$ cat config.mk
export PLATFORM = sky130hd
export DESIGN_NAME = debp_bus
export DESIGN_NICKNAME = d
export VERILOG_FILES = /design/src/logic/debp_pkg.sv /design/src/logic/debp_bus.sv /design/src/logic/debp_sync.sv
export SDC_FILE = /design/constraint.sdc
export NUM_CORES = 1
export LEC_CHECK = 0
export BUFFER_PORTS_ARGS = -buffer_cell sky130_fd_sc_hd__buf_4
export CORE_MARGIN = 2
export CORE_UTILIZATION = 47
export CTS_BUF_LIST = sky130_fd_sc_hd__clkbuf_4
export DETAILED_ROUTE_END_ITERATION = 7
export GPL_ROUTABILITY_DRIVEN = 0
export PLACE_DENSITY_LB_ADDON = 0.1
export SLEW_MARGIN = 20
export SYNTH_ARGS = -nofsm -noshare
export SYNTH_HDL_FRONTEND = slang
export SYNTH_HIERARCHICAL = 1
export SYNTH_SLANG_ARGS = --single-unit
$ cat constraint.sdc
create_clock -name clk_sys -period 1.7 [get_ports clk_sys]
set_clock_uncertainty 0.05 [all_clocks]
set_input_delay 0.17 -clock clk_sys [delete_from_list [all_inputs] [get_ports clk_sys]]
set_output_delay 0.17 -clock clk_sys [all_outputs]
set_load 0.03 [all_outputs]
$ cat src/logic/debp_pkg.sv
// Package: constants for the external bus pin logic
package debp_pkg;
  localparam int ADDR_W = 12;
  localparam int DATA_W = 16;
  localparam int PORT_W = 3;
  localparam logic [11:0] PC_RESET = 12'h000;
  localparam logic [8:0] PORT_HIGH_FILL = 9'h1FF;
  localparam logic [11:0] ROM_LAST = 12'hFFF;
  // Extra read cycles so bus data clears the two sync flops
  localparam logic [1:0] READ_SYNC_WAIT = 2'h2;
  // Bus cycle states, one-hot
  typedef enum logic [3:0] {
    ST_IDLE = 4'h1,
    ST_READ = 4'h2,
    ST_WRITE = 4'h4,
    ST_PERIPH = 4'h8
  } debp_state_type;
endpackage : debp_pkg

$ cat src/logic/debp_bus.sv
// External program and port bus pin logic of the signal processor
// How it works
// RULE1: Code protect blocks external reads of internal memory
// RULE2: Address lines driven always, released only in reset
// RULE3: Port address on three low address lines
// RULE4: Upper address lines high during port access
// RULE5: Data bus floats except while write strobe low
// RULE6: Data bus also driven on internal peripheral writes
// RULE7: Falling interrupt input edge raises a request
// RULE8: Low non-maskable input interrupts despite global mask; the code raises the request only on a falling edge outside reset
// RULE9: Source select sampled during reset, high means internal
// RULE10: Write strobe low exactly while data driven out; peripheral writes drive data with write strobe high
// RULE11: Read strobe low while capturing data from bus
// RULE12: Reset low holds reset and zeroes program counter
// RULE13: Read and write strobes never asserted together
`timescale 1ns/1ps
`default_nettype none
module debp_bus (
  input wire logic clk_sys,
  input wire logic sys_rst,
  input wire logic reset_in_n,
  input wire logic int_in_n,
  input wire logic nmi_and_source_select_pin,
  input wire logic code_protect_bit,
  input wire logic global_interrupt_mask,
  input wire logic req_valid,
  input wire logic req_write,
  input wire logic req_port,
  input wire logic req_periph,
  input wire logic [11:0] req_addr,
  input wire logic [15:0] req_wdata,
  input wire logic pc_step,
  input wire logic int_ack,
  input wire logic [15:0] data_line_in,
  output logic [11:0] program_address_line,
  output logic addr_oe,
  output logic [15:0] data_line_out,
  output logic data_oe,
  output logic write_n,
  output logic read_n,
  output logic req_done,
  output logic [15:0] rd_data,
  output logic req_denied,
  output logic int_pending,
  output logic nmi_pending,
  output logic program_source_select,
  output logic cpu_in_reset,
  output logic [11:0] pc
);
  logic [2:0] pins_sync;
  logic rst_pin;
  logic int_pin;
  logic nmi_pin;
  debp_pkg::debp_state_type state_q, state_d;
  logic [11:0] addr_q, addr_d;
  logic [15:0] dout_q, dout_d;
  logic data_oe_q, data_oe_d;
  logic addr_oe_q, addr_oe_d;
  logic wr_n_q, wr_n_d;
  logic rd_n_q, rd_n_d;
  logic done_q, done_d;
  logic deny_q, deny_d;
  logic [15:0] rdat_q, rdat_d;
  logic int_prev_q, int_prev_d;
  logic nmi_prev_q, nmi_prev_d;
  logic int_q, int_d;
  logic nmi_q, nmi_d;
  logic src_q, src_d;
  logic inrst_q, inrst_d;
  logic [11:0] pc_q, pc_d;
  logic [1:0] rd_cnt_q, rd_cnt_d;
  logic [15:0] din_meta_q;
  logic [15:0] din_q;

  // Pins from the board are asynchronous
  debp_sync #(.W(3)) u_sync (
    .clk_sys(clk_sys),
    .sys_rst(sys_rst),
    .pin_in({reset_in_n, int_in_n, nmi_and_source_select_pin}),
    .pin_sync(pins_sync)
  );
  assign rst_pin = ~pins_sync[2];
  assign int_pin = pins_sync[1];
  assign nmi_pin = pins_sync[0];

  // Read data sampled twice; only meaningful while read strobe low
  always_ff @(posedge clk_sys) begin
    if (sys_rst) begin
      din_meta_q <= 16'h0000;
      din_q <= 16'h0000;
    end else begin
      din_meta_q <= data_line_in;
      din_q <= din_meta_q;
    end
  end

  // Bus cycle sequencer: one write strobe cycle; the read strobe is held while data returns
  always_comb begin
    state_d = state_q;
    addr_d = addr_q;
    dout_d = dout_q;
    data_oe_d = 1'b0;
    wr_n_d = 1'b1;
    rd_n_d = 1'b1;
    done_d = 1'b0;
    deny_d = 1'b0;
    rdat_d = rdat_q;
    rd_cnt_d = rd_cnt_q;
    addr_oe_d = ~rst_pin; // RULE2
    if (rst_pin) begin
      state_d = debp_pkg::ST_IDLE;
      addr_d = debp_pkg::PC_RESET;
      rd_cnt_d = 2'h0;
    end else begin
      case (state_q)
        debp_pkg::ST_IDLE: begin
          addr_d = pc_q;
          if (req_valid && !req_port && !req_write && !src_q && code_protect_bit) begin
            deny_d = 1'b1; // RULE1
            done_d = 1'b1;
          end else if (req_valid) begin
            // Port access: high fill over the port number
            if (req_port) begin
              addr_d = {debp_pkg::PORT_HIGH_FILL, req_addr[2:0]}; // RULE3 RULE4
            end else begin
              addr_d = req_addr;
            end
            dout_d = req_wdata;
            if (req_periph && req_write) begin
              data_oe_d = 1'b1; // RULE6
              state_d = debp_pkg::ST_PERIPH;
            end else if (req_write) begin
              data_oe_d = 1'b1; // RULE5
              wr_n_d = 1'b0; // RULE10 RULE13
              state_d = debp_pkg::ST_WRITE;
            end else begin
              rd_n_d = 1'b0; // RULE11 RULE13
              state_d = debp_pkg::ST_READ;
            end
          end
        end
        debp_pkg::ST_READ: begin
          // Bus data needs two sync flops, so the strobe is held until it is through
          if (rd_cnt_q == debp_pkg::READ_SYNC_WAIT) begin
            rdat_d = din_q; // RULE11
            done_d = 1'b1;
            rd_cnt_d = 2'h0;
            state_d = debp_pkg::ST_IDLE;
          end else begin
            rd_n_d = 1'b0; // RULE11
            rd_cnt_d = rd_cnt_q + 2'h1;
          end
        end
        debp_pkg::ST_WRITE: begin
          done_d = 1'b1;
          state_d = debp_pkg::ST_IDLE;
        end
        debp_pkg::ST_PERIPH: begin
          done_d = 1'b1;
          state_d = debp_pkg::ST_IDLE;
        end
        default: begin
          state_d = debp_pkg::ST_IDLE;
        end
      endcase
    end
  end

  always_ff @(posedge clk_sys) begin
    if (sys_rst) begin
      state_q <= debp_pkg::ST_IDLE;
      addr_q <= debp_pkg::PC_RESET;
      dout_q <= 16'h0000;
      data_oe_q <= 1'b0;
      addr_oe_q <= 1'b0;
      wr_n_q <= 1'b1;
      rd_n_q <= 1'b1;
      done_q <= 1'b0;
      deny_q <= 1'b0;
      rdat_q <= 16'h0000;
      rd_cnt_q <= 2'h0;
    end else begin
      state_q <= state_d;
      addr_q <= addr_d;
      dout_q <= dout_d;
      data_oe_q <= data_oe_d;
      addr_oe_q <= addr_oe_d;
      wr_n_q <= wr_n_d;
      rd_n_q <= rd_n_d;
      done_q <= done_d;
      deny_q <= deny_d;
      rdat_q <= rdat_d;
      rd_cnt_q <= rd_cnt_d;
    end
  end

  // Interrupt edges, strap and program counter; set beats acknowledge
  always_comb begin
    int_prev_d = int_pin;
    nmi_prev_d = nmi_pin;
    int_d = int_q;
    nmi_d = nmi_q;
    src_d = src_q;
    inrst_d = rst_pin;
    pc_d = pc_q;
    if (int_ack) begin
      int_d = 1'b0;
      nmi_d = 1'b0;
    end
    if (rst_pin) begin
      src_d = nmi_pin; // RULE9
      pc_d = debp_pkg::PC_RESET; // RULE12
      int_d = 1'b0;
      nmi_d = 1'b0;
    end else begin
      if (int_prev_q && !int_pin && !global_interrupt_mask) begin
        int_d = 1'b1; // RULE7
      end
      // Strap pin doubles as NMI once out of reset
      if (nmi_prev_q && !nmi_pin) begin
        nmi_d = 1'b1; // RULE8
      end
      if (pc_step) begin
        pc_d = pc_q + 12'h001;
      end
    end
  end

  always_ff @(posedge clk_sys) begin
    if (sys_rst) begin
      int_prev_q <= 1'b1;
      nmi_prev_q <= 1'b1;
      int_q <= 1'b0;
      nmi_q <= 1'b0;
      src_q <= 1'b1;
      inrst_q <= 1'b1;
      pc_q <= debp_pkg::PC_RESET;
    end else begin
      int_prev_q <= int_prev_d;
      nmi_prev_q <= nmi_prev_d;
      int_q <= int_d;
      nmi_q <= nmi_d;
      src_q <= src_d;
      inrst_q <= inrst_d;
      pc_q <= pc_d;
    end
  end

  assign program_address_line = addr_q;
  assign addr_oe = addr_oe_q;
  assign data_line_out = dout_q;
  assign data_oe = data_oe_q;
  assign write_n = wr_n_q;
  assign read_n = rd_n_q;
  assign req_done = done_q;
  assign rd_data = rdat_q;
  assign req_denied = deny_q;
  assign int_pending = int_q;
  assign nmi_pending = nmi_q;
  assign program_source_select = src_q;
  assign cpu_in_reset = inrst_q;
  assign pc = pc_q;

  // Checks
  strobes_excl_a: assert property (@(posedge clk_sys) disable iff (sys_rst)
    !(!wr_n_q && !rd_n_q)) else $error("read and write strobes together"); // RULE13
  data_float_a: assert property (@(posedge clk_sys) disable iff (sys_rst)
    data_oe_q |-> (!wr_n_q || $past(state_d) == debp_pkg::ST_PERIPH))
    else $error("data driven without write"); // RULE5
  write_drive_a: assert property (@(posedge clk_sys) disable iff (sys_rst)
    !wr_n_q |-> data_oe_q) else $error("write strobe without data"); // RULE10
  addr_release_a: assert property (@(posedge clk_sys) disable iff (sys_rst)
    $past(!rst_pin && !sys_rst) |-> addr_oe_q)
    else $error("address released outside reset"); // RULE2
  port_fill_a: assert property (@(posedge clk_sys) disable iff (sys_rst)
    ($past(state_q) == debp_pkg::ST_IDLE && $past(req_valid && req_port && !rst_pin))
    |-> program_address_line[11:3] == debp_pkg::PORT_HIGH_FILL)
    else $error("port access without high fill"); // RULE4
  port_addr_a: assert property (@(posedge clk_sys) disable iff (sys_rst)
    ($past(state_q) == debp_pkg::ST_IDLE && $past(req_valid && req_port && !rst_pin))
    |-> program_address_line[2:0] == $past(req_addr[2:0]))
    else $error("wrong port address"); // RULE3
  pc_zero_a: assert property (@(posedge clk_sys) disable iff (sys_rst)
    rst_pin |=> pc_q == debp_pkg::PC_RESET) else $error("pc not cleared"); // RULE12
  int_edge_a: assert property (@(posedge clk_sys) disable iff (sys_rst)
    (int_prev_q && !int_pin && !rst_pin && !global_interrupt_mask) |=> int_q)
    else $error("interrupt edge lost"); // RULE7
  nmi_take_a: assert property (@(posedge clk_sys) disable iff (sys_rst)
    (nmi_prev_q && !nmi_pin && !rst_pin) |=> nmi_q)
    else $error("nmi not taken"); // RULE8
  protect_a: assert property (@(posedge clk_sys) disable iff (sys_rst)
    (state_q == debp_pkg::ST_IDLE && req_valid && !req_port && !req_write && !src_q
     && code_protect_bit && !rst_pin) |=> (rd_n_q && req_denied))
    else $error("protected memory read"); // RULE1
endmodule // debp_bus
`default_nettype wire

$ cat src/logic/debp_sync.sv
// Two-flop synchroniser for a group of pin inputs
`timescale 1ns/1ps
`default_nettype none
module debp_sync #(
  parameter int W = 3
) (
  input wire logic clk_sys,
  input wire logic sys_rst,
  input wire logic [W-1:0] pin_in,
  output logic [W-1:0] pin_sync
);
  logic [W-1:0] meta_q;
  logic [W-1:0] meta_d;
  logic [W-1:0] sync_q;
  logic [W-1:0] sync_d;

  // Idle level of all watched pins is high
  always_comb begin
    meta_d = pin_in;
    sync_d = meta_q;
  end

  always_ff @(posedge clk_sys) begin
    if (sys_rst) begin
      meta_q <= '1;
      sync_q <= '1;
    end else begin
      meta_q <= meta_d;
      sync_q <= sync_d;
    end
  end

  assign pin_sync = sync_q;
endmodule // debp_sync
`default_nettype wire

==> flow_summary.json, run 1 <==
{
  "synth_area_mm2": 0.00380,
  "syn_nets": 444,
  "arrival_ns": 1.98,
  "synth_top_area_share_pct": 59.0,
  "final_hold_viol_count": 0,
  "status": "finished, final reports clean",
  "post-dp-hpwl_um": 5720,
  "postRouteAntennaNets": 0,
  "nNetsFinal": 631,
  "n_antenna_cell": 0,
  "wirelength_um": 8980,
  "required_ns": 1.98,
  "synth_cell_types": 40,
  "ys_seq_elements": 112,
  "synthTopCellsByCount": "dfxtp_1, nand2_1, nor2_1",
  "p_leak_nw": 2.51,
  "tightest_slew_ns": 0.550,
  "track_usage_pct": 19.9,
  "antenna_found_initial": 0,
  "synth.most_common_cell": "dfxtp_1",
  "vias": 3242,
  "synth_flop_cell": "dfxtp_1",
  "die_w_um": 93.9,
  "dpl.cell_count": 605,
  "fp.dieH_um": 93.9,
  "area_growth_pct": 49.9,
  "vias_per_cell": 4.77,
  "synth-edff-count": 0,
  "power_mw": 4.97,
  "rr_worst_depth": 5,
  "clock-sinks": 112,
  "setup_ws_ns": 0.00291,
  "first_iter_violations": 113,
  "grt_pass1_vias": 2946,
  "wl_per_cell_um": 13.2,
  "cts_buffers": 9,
  "ctsHtreeMaxLevel": 3,
  "vdd_drop_max_mv": 0.677,
  "coreArea_mm2": 0.00777,
  "layout_min_cycle_time_ns": 1.70,
  "port_buffers": 122,
  "start_util_pct": 48.9,
  "yosys-top-cells-area": "dfxtp_1, nor2b_1, mux2i_1, nand2_1, nor2_1",
  "slew_violations": 0,
  "fin_tns_setup_ns": 0,
  "power_density_mw_per_mm2": 874,
  "ios": 123,
  "gr-total-overflow": 0,
  "utilization_pct": 73.3,
  "critical_path.max_fanout": 8,
  "min_path_type": "in2reg",
  "clk_latency_ns": 0.44,
  "grt_max_degree": 59,
  "fmax_mhz": 589,
  "path_clk_slew_ns": 0.17,
  "setup_viol": 0,
  "cts_tree": "yes",
  "grt_pass1_wl_um": 13800,
  "std_cell_rows": 32,
  "start_kind": "register",
  "hold_path_depth": 4,
  "rsz0062_at_grt": "yes",
  "critPathKind": "reg2reg",
  "yosysTopAreaCell": "dfxtp_1",
  "die_area_mm2": 0.00881,
  "cts_buffer_depth": 2,
  "ys_seq_area_share_pct": 59.0,
  "root_buffer": "clkbuf_4",
  "drc": 0,
  "post-route-period-util_pct": 99.8,
  "layout.cells.non_filler": 680,
  "maxCapViolations": 0,
  "fill_cells": 591,
  "synth_cells": 386,
  "drive_gt1_share_pct": 29.8,
  "synth_warnings": 6,
  "slew_headroom_pct": 63.3,
  "dpl_worst_slack_ns": -0.0431,
  "synthArstFlopShare_pct": 0,
  "drtPass1Iterations": 6,
  "syn-mean-instance-area_um2": 9.84,
  "end_kind": "register"
}
## logic make-up after synthesis
group / synth area share, %
compound gates: 6.92
xor+xnor: 2.31
fa+ha+maj: 0.329
buf+inv: 2.70
flops: 59.0
mux: 5.04
simple gates: 23.7
## through the flow
| stage | instance area (µm²) | hold WS [ns] |
|---|---|---|
| 2_1_floorplan | 3810 | 0.217 |
| 3_3_place_gp | 4890 | 0.303 |
| 3_5_place_dp | 4890 | 0.305 |
| 5_1_grt | 5690 | 0.133 |
| 6_report | 5690 | 0.142 |
| 4_1_cts | 5600 | 0.0926 |
## worst max-delay path, cell delays in order (launching register included)
cell and delay [ns]:
dfxtp_4 0.37, or3b_4 0.41, o2111ai_4 0.29, clkbuf_16 0.23, mux2i_1 0.20, nor2_1 0.05
## sequential cells by signal, indices dropped and copies added (netlist names), 2 cells and up
register / flops
program_address_line: 12
din_q: 16
u_sync/pin_sync: 3
rd_data: 16
pc: 12
rd_cnt_q: 2
state_q: 4
data_line_out: 16
u_sync/meta_q: 3
din_meta_q: 16
## layout make-up
class / count / area (µm²) / share of cell area, %
inverters: 5 / 18.8 / 0.330
multi-input cells: 250 / 1510 / 26.5
repair buffers: 195 / 1640 / 28.9
clock inverters: 7 / 78.8 / 1.38
clock buffers: 9 / 67.6 / 1.19
well taps: 102 / 128 / 2.24
flip-flops and latches: 112 / 2250 / 39.5
## placed cells by master (no fill, tap or decap), types with 2 or more instances in the layout
cell type,n
dfxtp_1,111
nand2_1,45
and2_1,2
a31oi_1,3
nor2_1,41
a21oi_1,19
dlygate4sd3_1,55
and3_1,2
nand3_1,4
mux2i_1,17
buf_12,2
clkinvlp_4,2
xor2_1,8
or2_1,6
nand2b_1,4
o2111ai_4,2
o21ai_0,15
and4_1,2
clkbuf_4,9
nand4_1,4
or2_2,4
nor4b_4,2
buf_4,137
xnor2_1,2
inv_1,5
nor3_1,18
nor2b_1,36
## power breakdown
part           leakage [nW]  internal (mW)  switching [mW]
Combinational          1.52          0.418           0.408
Clock                0.0744          0.465           0.874
Sequential            0.918           2.75          0.0630
## per-layer routing
layer / global-route usage (%) / up-vias / wire, µm
met5: 0 / - / 0
met4: 8.70 / 0 / 182
met3: 2.89 / 16 / 325
met2: 34.5 / 91 / 4600
met1: 24.4 / 1482 / 3870
li1: - / 1653 / -
## final timing paths
check / from / end / slack [ns]
min: req_port / req_denied / 0.14
min reg2reg: u_sync/meta_q[1] / u_sync/pin_sync[1] / 0.38
max: program_source_select / data_line_out[5] / 0.003
max reg2reg: program_source_select / data_line_out[5] / 0.003
## repair_timing
| item | 4_1_cts | 5_1_grt |
|---|---|---|
| endpoints found under the setup margin | 10 | 28 |
| endpoints found under the hold margin | 70 | 0 |
| gates cloned | 0 | 1 |
| hold buffers | 55 | 0 |
| gates resized for setup | 5 | 6 |
| setup buffers | 0 | 3 |
| pin swaps | 0 | 2 |
Note: power is estimated with default switching activity, not from simulation.
==> inputs of run 2 (changes only) <==
Settings changed: CTS_BUF_LIST sky130_fd_sc_hd__clkbuf_4 to sky130_fd_sc_hd__clkbuf_4 sky130_fd_sc_hd__clkbuf_8.
==> flow_summary.json, run 2 (synthesis gave the netlist of run 1 again) <==
{
  "drtPass1Iterations": 4,
  "tightest_slew_ns": 0.549,
  "critical_path.max_fanout": 16,
  "min_path_type": "in2reg",
  "port_buffers": 122,
  "area_growth_pct": 45.0,
  "vias": 3122,
  "final_common_cell": "buf_4",
  "setup_viol": 0,
  "post-route-period-util_pct": 98.8,
  "slew_headroom_pct": 63.4,
  "clock-sinks": 112,
  "layout_min_cycle_time_ns": 1.68,
  "start_util_pct": 48.9,
  "critPathKind": "reg2reg",
  "power_density_mw_per_mm2": 938,
  "rsz0062_at_grt": "yes",
  "die_area_mm2": 0.00881,
  "cts_tree": "yes",
  "vdd_drop_max_mv": 0.541,
  "ios": 123,
  "first_iter_violations": 94,
  "track_usage_pct": 19.3,
  "arrival_ns": 1.87,
  "drive_gt1_share_pct": 30.6,
  "coreArea_mm2": 0.00777,
  "hold_slack_ns": 0.00728,
  "maxCapViolations": 0,
  "fill_cells": 598,
  "nNetsFinal": 609,
  "slew_violations": 0,
  "n_antenna_cell": 0,
  "stdcell_area_mm2": 0.00551,
  "root_buffer": "clkbuf_8",
  "wirelength_um": 8570,
  "grt_pass1_vias": 2850,
  "die_w_um": 93.9,
  "r2r-end": "data_line_out[0]",
  "dpl_cell_area_mm2": 0.00489,
  "seq_area_mm2": 0.00225,
  "p_leak_nw": 2.43,
  "start_kind": "register",
  "vias_per_cell": 4.74,
  "antenna_found_initial": 0,
  "timing.rr.start": "program_source_select",
  "status": "finished, final reports clean",
  "grt_max_degree": 59,
  "post-dp-hpwl_um": 5720,
  "r2r_setup_slack_ns": 0.02,
  "ctsHtreeMaxLevel": 3,
  "cts_buffers": 9,
  "postRouteAntennaNets": 0,
  "final_hold_viol_count": 0,
  "cts_buffer_depth": 2,
  "wl_per_cell_um": 13.0,
  "power_mw": 5.16,
  "final_cell_mix": "buf_4, dfxtp_1, nand2_1",
  "endpoint": "data_line_out[0]",
  "utilization_pct": 70.9,
  "setup.worst_path.start": "program_source_select",
  "multi_input_area_mm2": 0.00150,
  "std_cell_rows": 32,
  "end_kind": "register",
  "clk_latency_ns": 0.36,
  "path_clk_slew_ns": 0.10,
  "grt_pass1_wl_um": 13500,
  "fmax_mhz": 595,
  "gr-total-overflow": 0,
  "fp.dieH_um": 93.9,
  "rr_worst_depth": 5,
  "required_ns": 1.89,
  "drc": 0
}
run 2: cell count changes in the layout (fill, tap and decap cells not counted), sizes merged:
cell,before,now
buf,139,138
dlygate4sd3,55,35
clkbuf,10,9
run 2: what timing repair did:
action                                  4_1_cts  5_1_grt
hold buffers                                 35        0
buffers inserted                              0        2
pin swaps                                     0        1
resized for setup                             5        5
hold endpoints to repair                     35        0
endpoints found under the setup margin       10       23
run 2: worst min path at each step:
stage                                          from                 endpoint  slack [ns]  cells after the start
after floorplan           nmi_and_source_select_pin         u_sync/meta_q[0]        0.22                      1
after global placement                     int_in_n         u_sync/meta_q[1]        0.30                      2
after detailed placement                   int_in_n         u_sync/meta_q[1]        0.31                      2
after CTS                              req_wdata[5]         data_line_out[5]      0.0003                      3
after global routing                    req_addr[2]  program_address_line[2]        0.02                      3
final                                  req_wdata[5]         data_line_out[5]       0.007                      3
run 2: critical path, stage by stage, from the launching register on:
cell       delay [ns]
dfxtp_4          0.35
or3b_4           0.41
o2111ai_4        0.24
buf_12           0.20
mux2i_2          0.25
nor2_1           0.05
run 2: layout make-up:
class / instances / area share, %
clock inverters: 7 / 1.43
inverters: 5 / 0.341
multi-input cells: 250 / 27.3
clock buffers: 9 / 2.25
flip-flops and latches: 112 / 40.8
well taps: 102 / 2.32
repair buffers: 173 / 25.6
run 2: metal layers:
layer,vias to the layer above,part of all wire [%],GRT usage (%)
met3,13,3.9,3.37
met2,76,51,33.0
met4,0,1.8,8.33
li1,1607,-,-
met1,1426,43,23.9
met5,-,0,0
run 2: power breakdown:
| group | internal, mW | total [mW] | switching (mW) |
|---|---|---|---|
| Sequential | 2.74 | 2.80 | 0.0618 |
| Combinational | 0.373 | 0.762 | 0.389 |
| Clock | 0.698 | 1.60 | 0.901 |
run 2: stage by stage:
| step | instances | worst slack (ns) | setup TNS, ns |
|---|---|---|---|
| 2_1_floorplan | 386 | -0.107 | -1.07 |
| 3_3_place_gp | 605 | 0.0269 | 0 |
| 3_5_place_dp | 605 | -0.0431 | -0.129 |
| 4_1_cts | 656 | 0.00423 | 0 |
| 5_1_grt | 658 | -0.0395 | -0.0900 |
| 6_report | 658 | 0.0201 | 0 |
==> inputs of run 3 (changes only) <==
Settings changed: REMOVE_ABC_BUFFERS set to 1.
==> flow_summary.json, run 3 (synthesis gave the netlist of run 1 again) <==
{
  "final_common_cell": "buf_4",
  "die_w_um": 93.9,
  "cts_buffer_depth": 2,
  "power_density_mw_per_mm2": 925,
  "end_kind": "register",
  "fp.dieH_um": 93.9,
  "critPathKind": "reg2reg",
  "antenna_found_initial": 0,
  "grt_pass1_vias": 2965,
  "maxCapViolations": 0,
  "path_clk_slew_ns": 0.11,
  "slew_headroom_pct": 75.5,
  "vdd_drop_max_mv": 0.550,
  "tightest_slew_ns": 0.365,
  "critical_path.max_fanout": 16,
  "drtPass1Iterations": 4,
  "first_iter_violations": 70,
  "wl_per_cell_um": 12.8,
  "cts_buffers": 9,
  "nNetsFinal": 614,
  "n_antenna_cell": 0,
  "drive_gt1_share_pct": 30.7,
  "layout.cells.non_filler": 663,
  "cpPeakStageDelay_ns": 0.43,
  "post-route-period-util_pct": 96.2,
  "power_mw": 5.09,
  "final_hold_viol_count": 0,
  "vias": 3115,
  "dpl.cell_count": 609,
  "path_buf_inv": 1,
  "clock-sinks": 112,
  "gr-total-overflow": 0,
  "ios": 123,
  "grt_pass1_wl_um": 13600,
  "cp_cell_sequence": "or3b_4, o2111ai_4, buf_12, mux2i_1, nor2_1",
  "rsz0062_at_grt": "yes",
  "status": "finished, final reports clean",
  "hold_slack_ns": 0.0289,
  "wirelength_um": 8520,
  "root_buffer": "clkbuf_8",
  "postRouteAntennaNets": 0,
  "cts_tree": "yes",
  "start_util_pct": 48.9,
  "drc": 0,
  "post-dp-hpwl_um": 5620,
  "fmax_mhz": 611,
  "std_cell_rows": 32,
  "grt_max_degree": 39,
  "setup_viol": 0,
  "coreArea_mm2": 0.00777,
  "port_buffers": 122,
  "min_path_type": "in2reg",
  "final_cell_mix": "buf_4, dfxtp_1, nand2_1",
  "clk_latency_ns": 0.36,
  "required_ns": 1.89,
  "crit_slowest_cell": "or3b_4",
  "ctsHtreeMaxLevel": 3,
  "cp_top_family": "simple AND/OR/NAND/NOR gates",
  "die_area_mm2": 0.00881,
  "slew_violations": 0,
  "area_growth_pct": 44.8,
  "stdcell_area_mm2": 0.00550,
  "start_kind": "register",
  "vias_per_cell": 4.70,
  "layout_min_cycle_time_ns": 1.64,
  "p_leak_nw": 2.45,
  "dpl_cell_area_mm2": 0.00492,
  "track_usage_pct": 19.6,
  "arrival_ns": 1.83
}
[run 3: path summary, 6_finish.rpt]
kind / from / endpoint / slack [ns] / depth (start not counted)
max: program_source_select / data_line_out[5] / 0.06 / 5
min: req_addr[2] / program_address_line[2] / 0.03 / 3
max reg2reg: program_source_select / data_line_out[5] / 0.06 / 5
min reg2reg: u_sync/meta_q[0] / u_sync/pin_sync[0] / 0.36 / 1
[run 3: repair_timing]
item / in CTS / in global routing
gates resized for setup: 2 / 6
endpoints found under the setup margin: 2 / 25
gates cloned: 0 / 1
endpoints found under the hold margin: 38 / 0
setup buffers: 1 / 0
hold buffers: 36 / 0
pin swaps: 1 / 0
[run 3: area by class of cell]
class | count | area (µm²)
sequential | 112 | 2240
clock buffer | 10 | 131
tap | 102 | 128
timing repair buffer | 178 | 1450
clock inverter | 6 | 62.6
fill | 609 | 2270
multi-input combinational | 250 | 1470
inverter | 5 | 18.8
[run 3: metal layers]
metal | GRT usage, % | part of all wire (%) | wire length (µm)
met2 | 32.6 | 49 | 4200
met5 | 0 | 0 | 0
met3 | 5.30 | 6.1 | 517
met1 | 24.4 | 44 | 3710
met4 | 6.88 | 1.1 | 93
[run 3: worst reg2reg max path: cells and delay by family (launching register included)]
kind,cells,cell delay [ns]
AOI/OAI and AO/OA,1,0.22
DFF,1,0.32
and+or+nand+nor,2,0.50
muxes,1,0.24
buffers and inverters,1,0.20
[run 3: power breakdown]
group	internal [mW]	total, mW	switching (mW)	leakage [nW]
Combinational	0.377	0.765	0.387	1.43
Sequential	2.74	2.80	0.0588	0.919
Clock	0.592	1.52	0.928	0.100
Total	3.71	5.09	1.37	2.45
[run 3: metrics by stage]
stage / setup WS (ns) / TNS, ns / utilization (%)
6_report: 0.0643 / 0 / 70.8
3_3_place_gp: -0.0263 / -0.0263 / 63.3
3_5_place_dp: 0.00149 / 0 / 63.3
5_1_grt: -0.0511 / -0.199 / 70.8
2_1_floorplan: -0.243 / -5.43 / -
4_1_cts: 0.0100 / 0 / 70.6
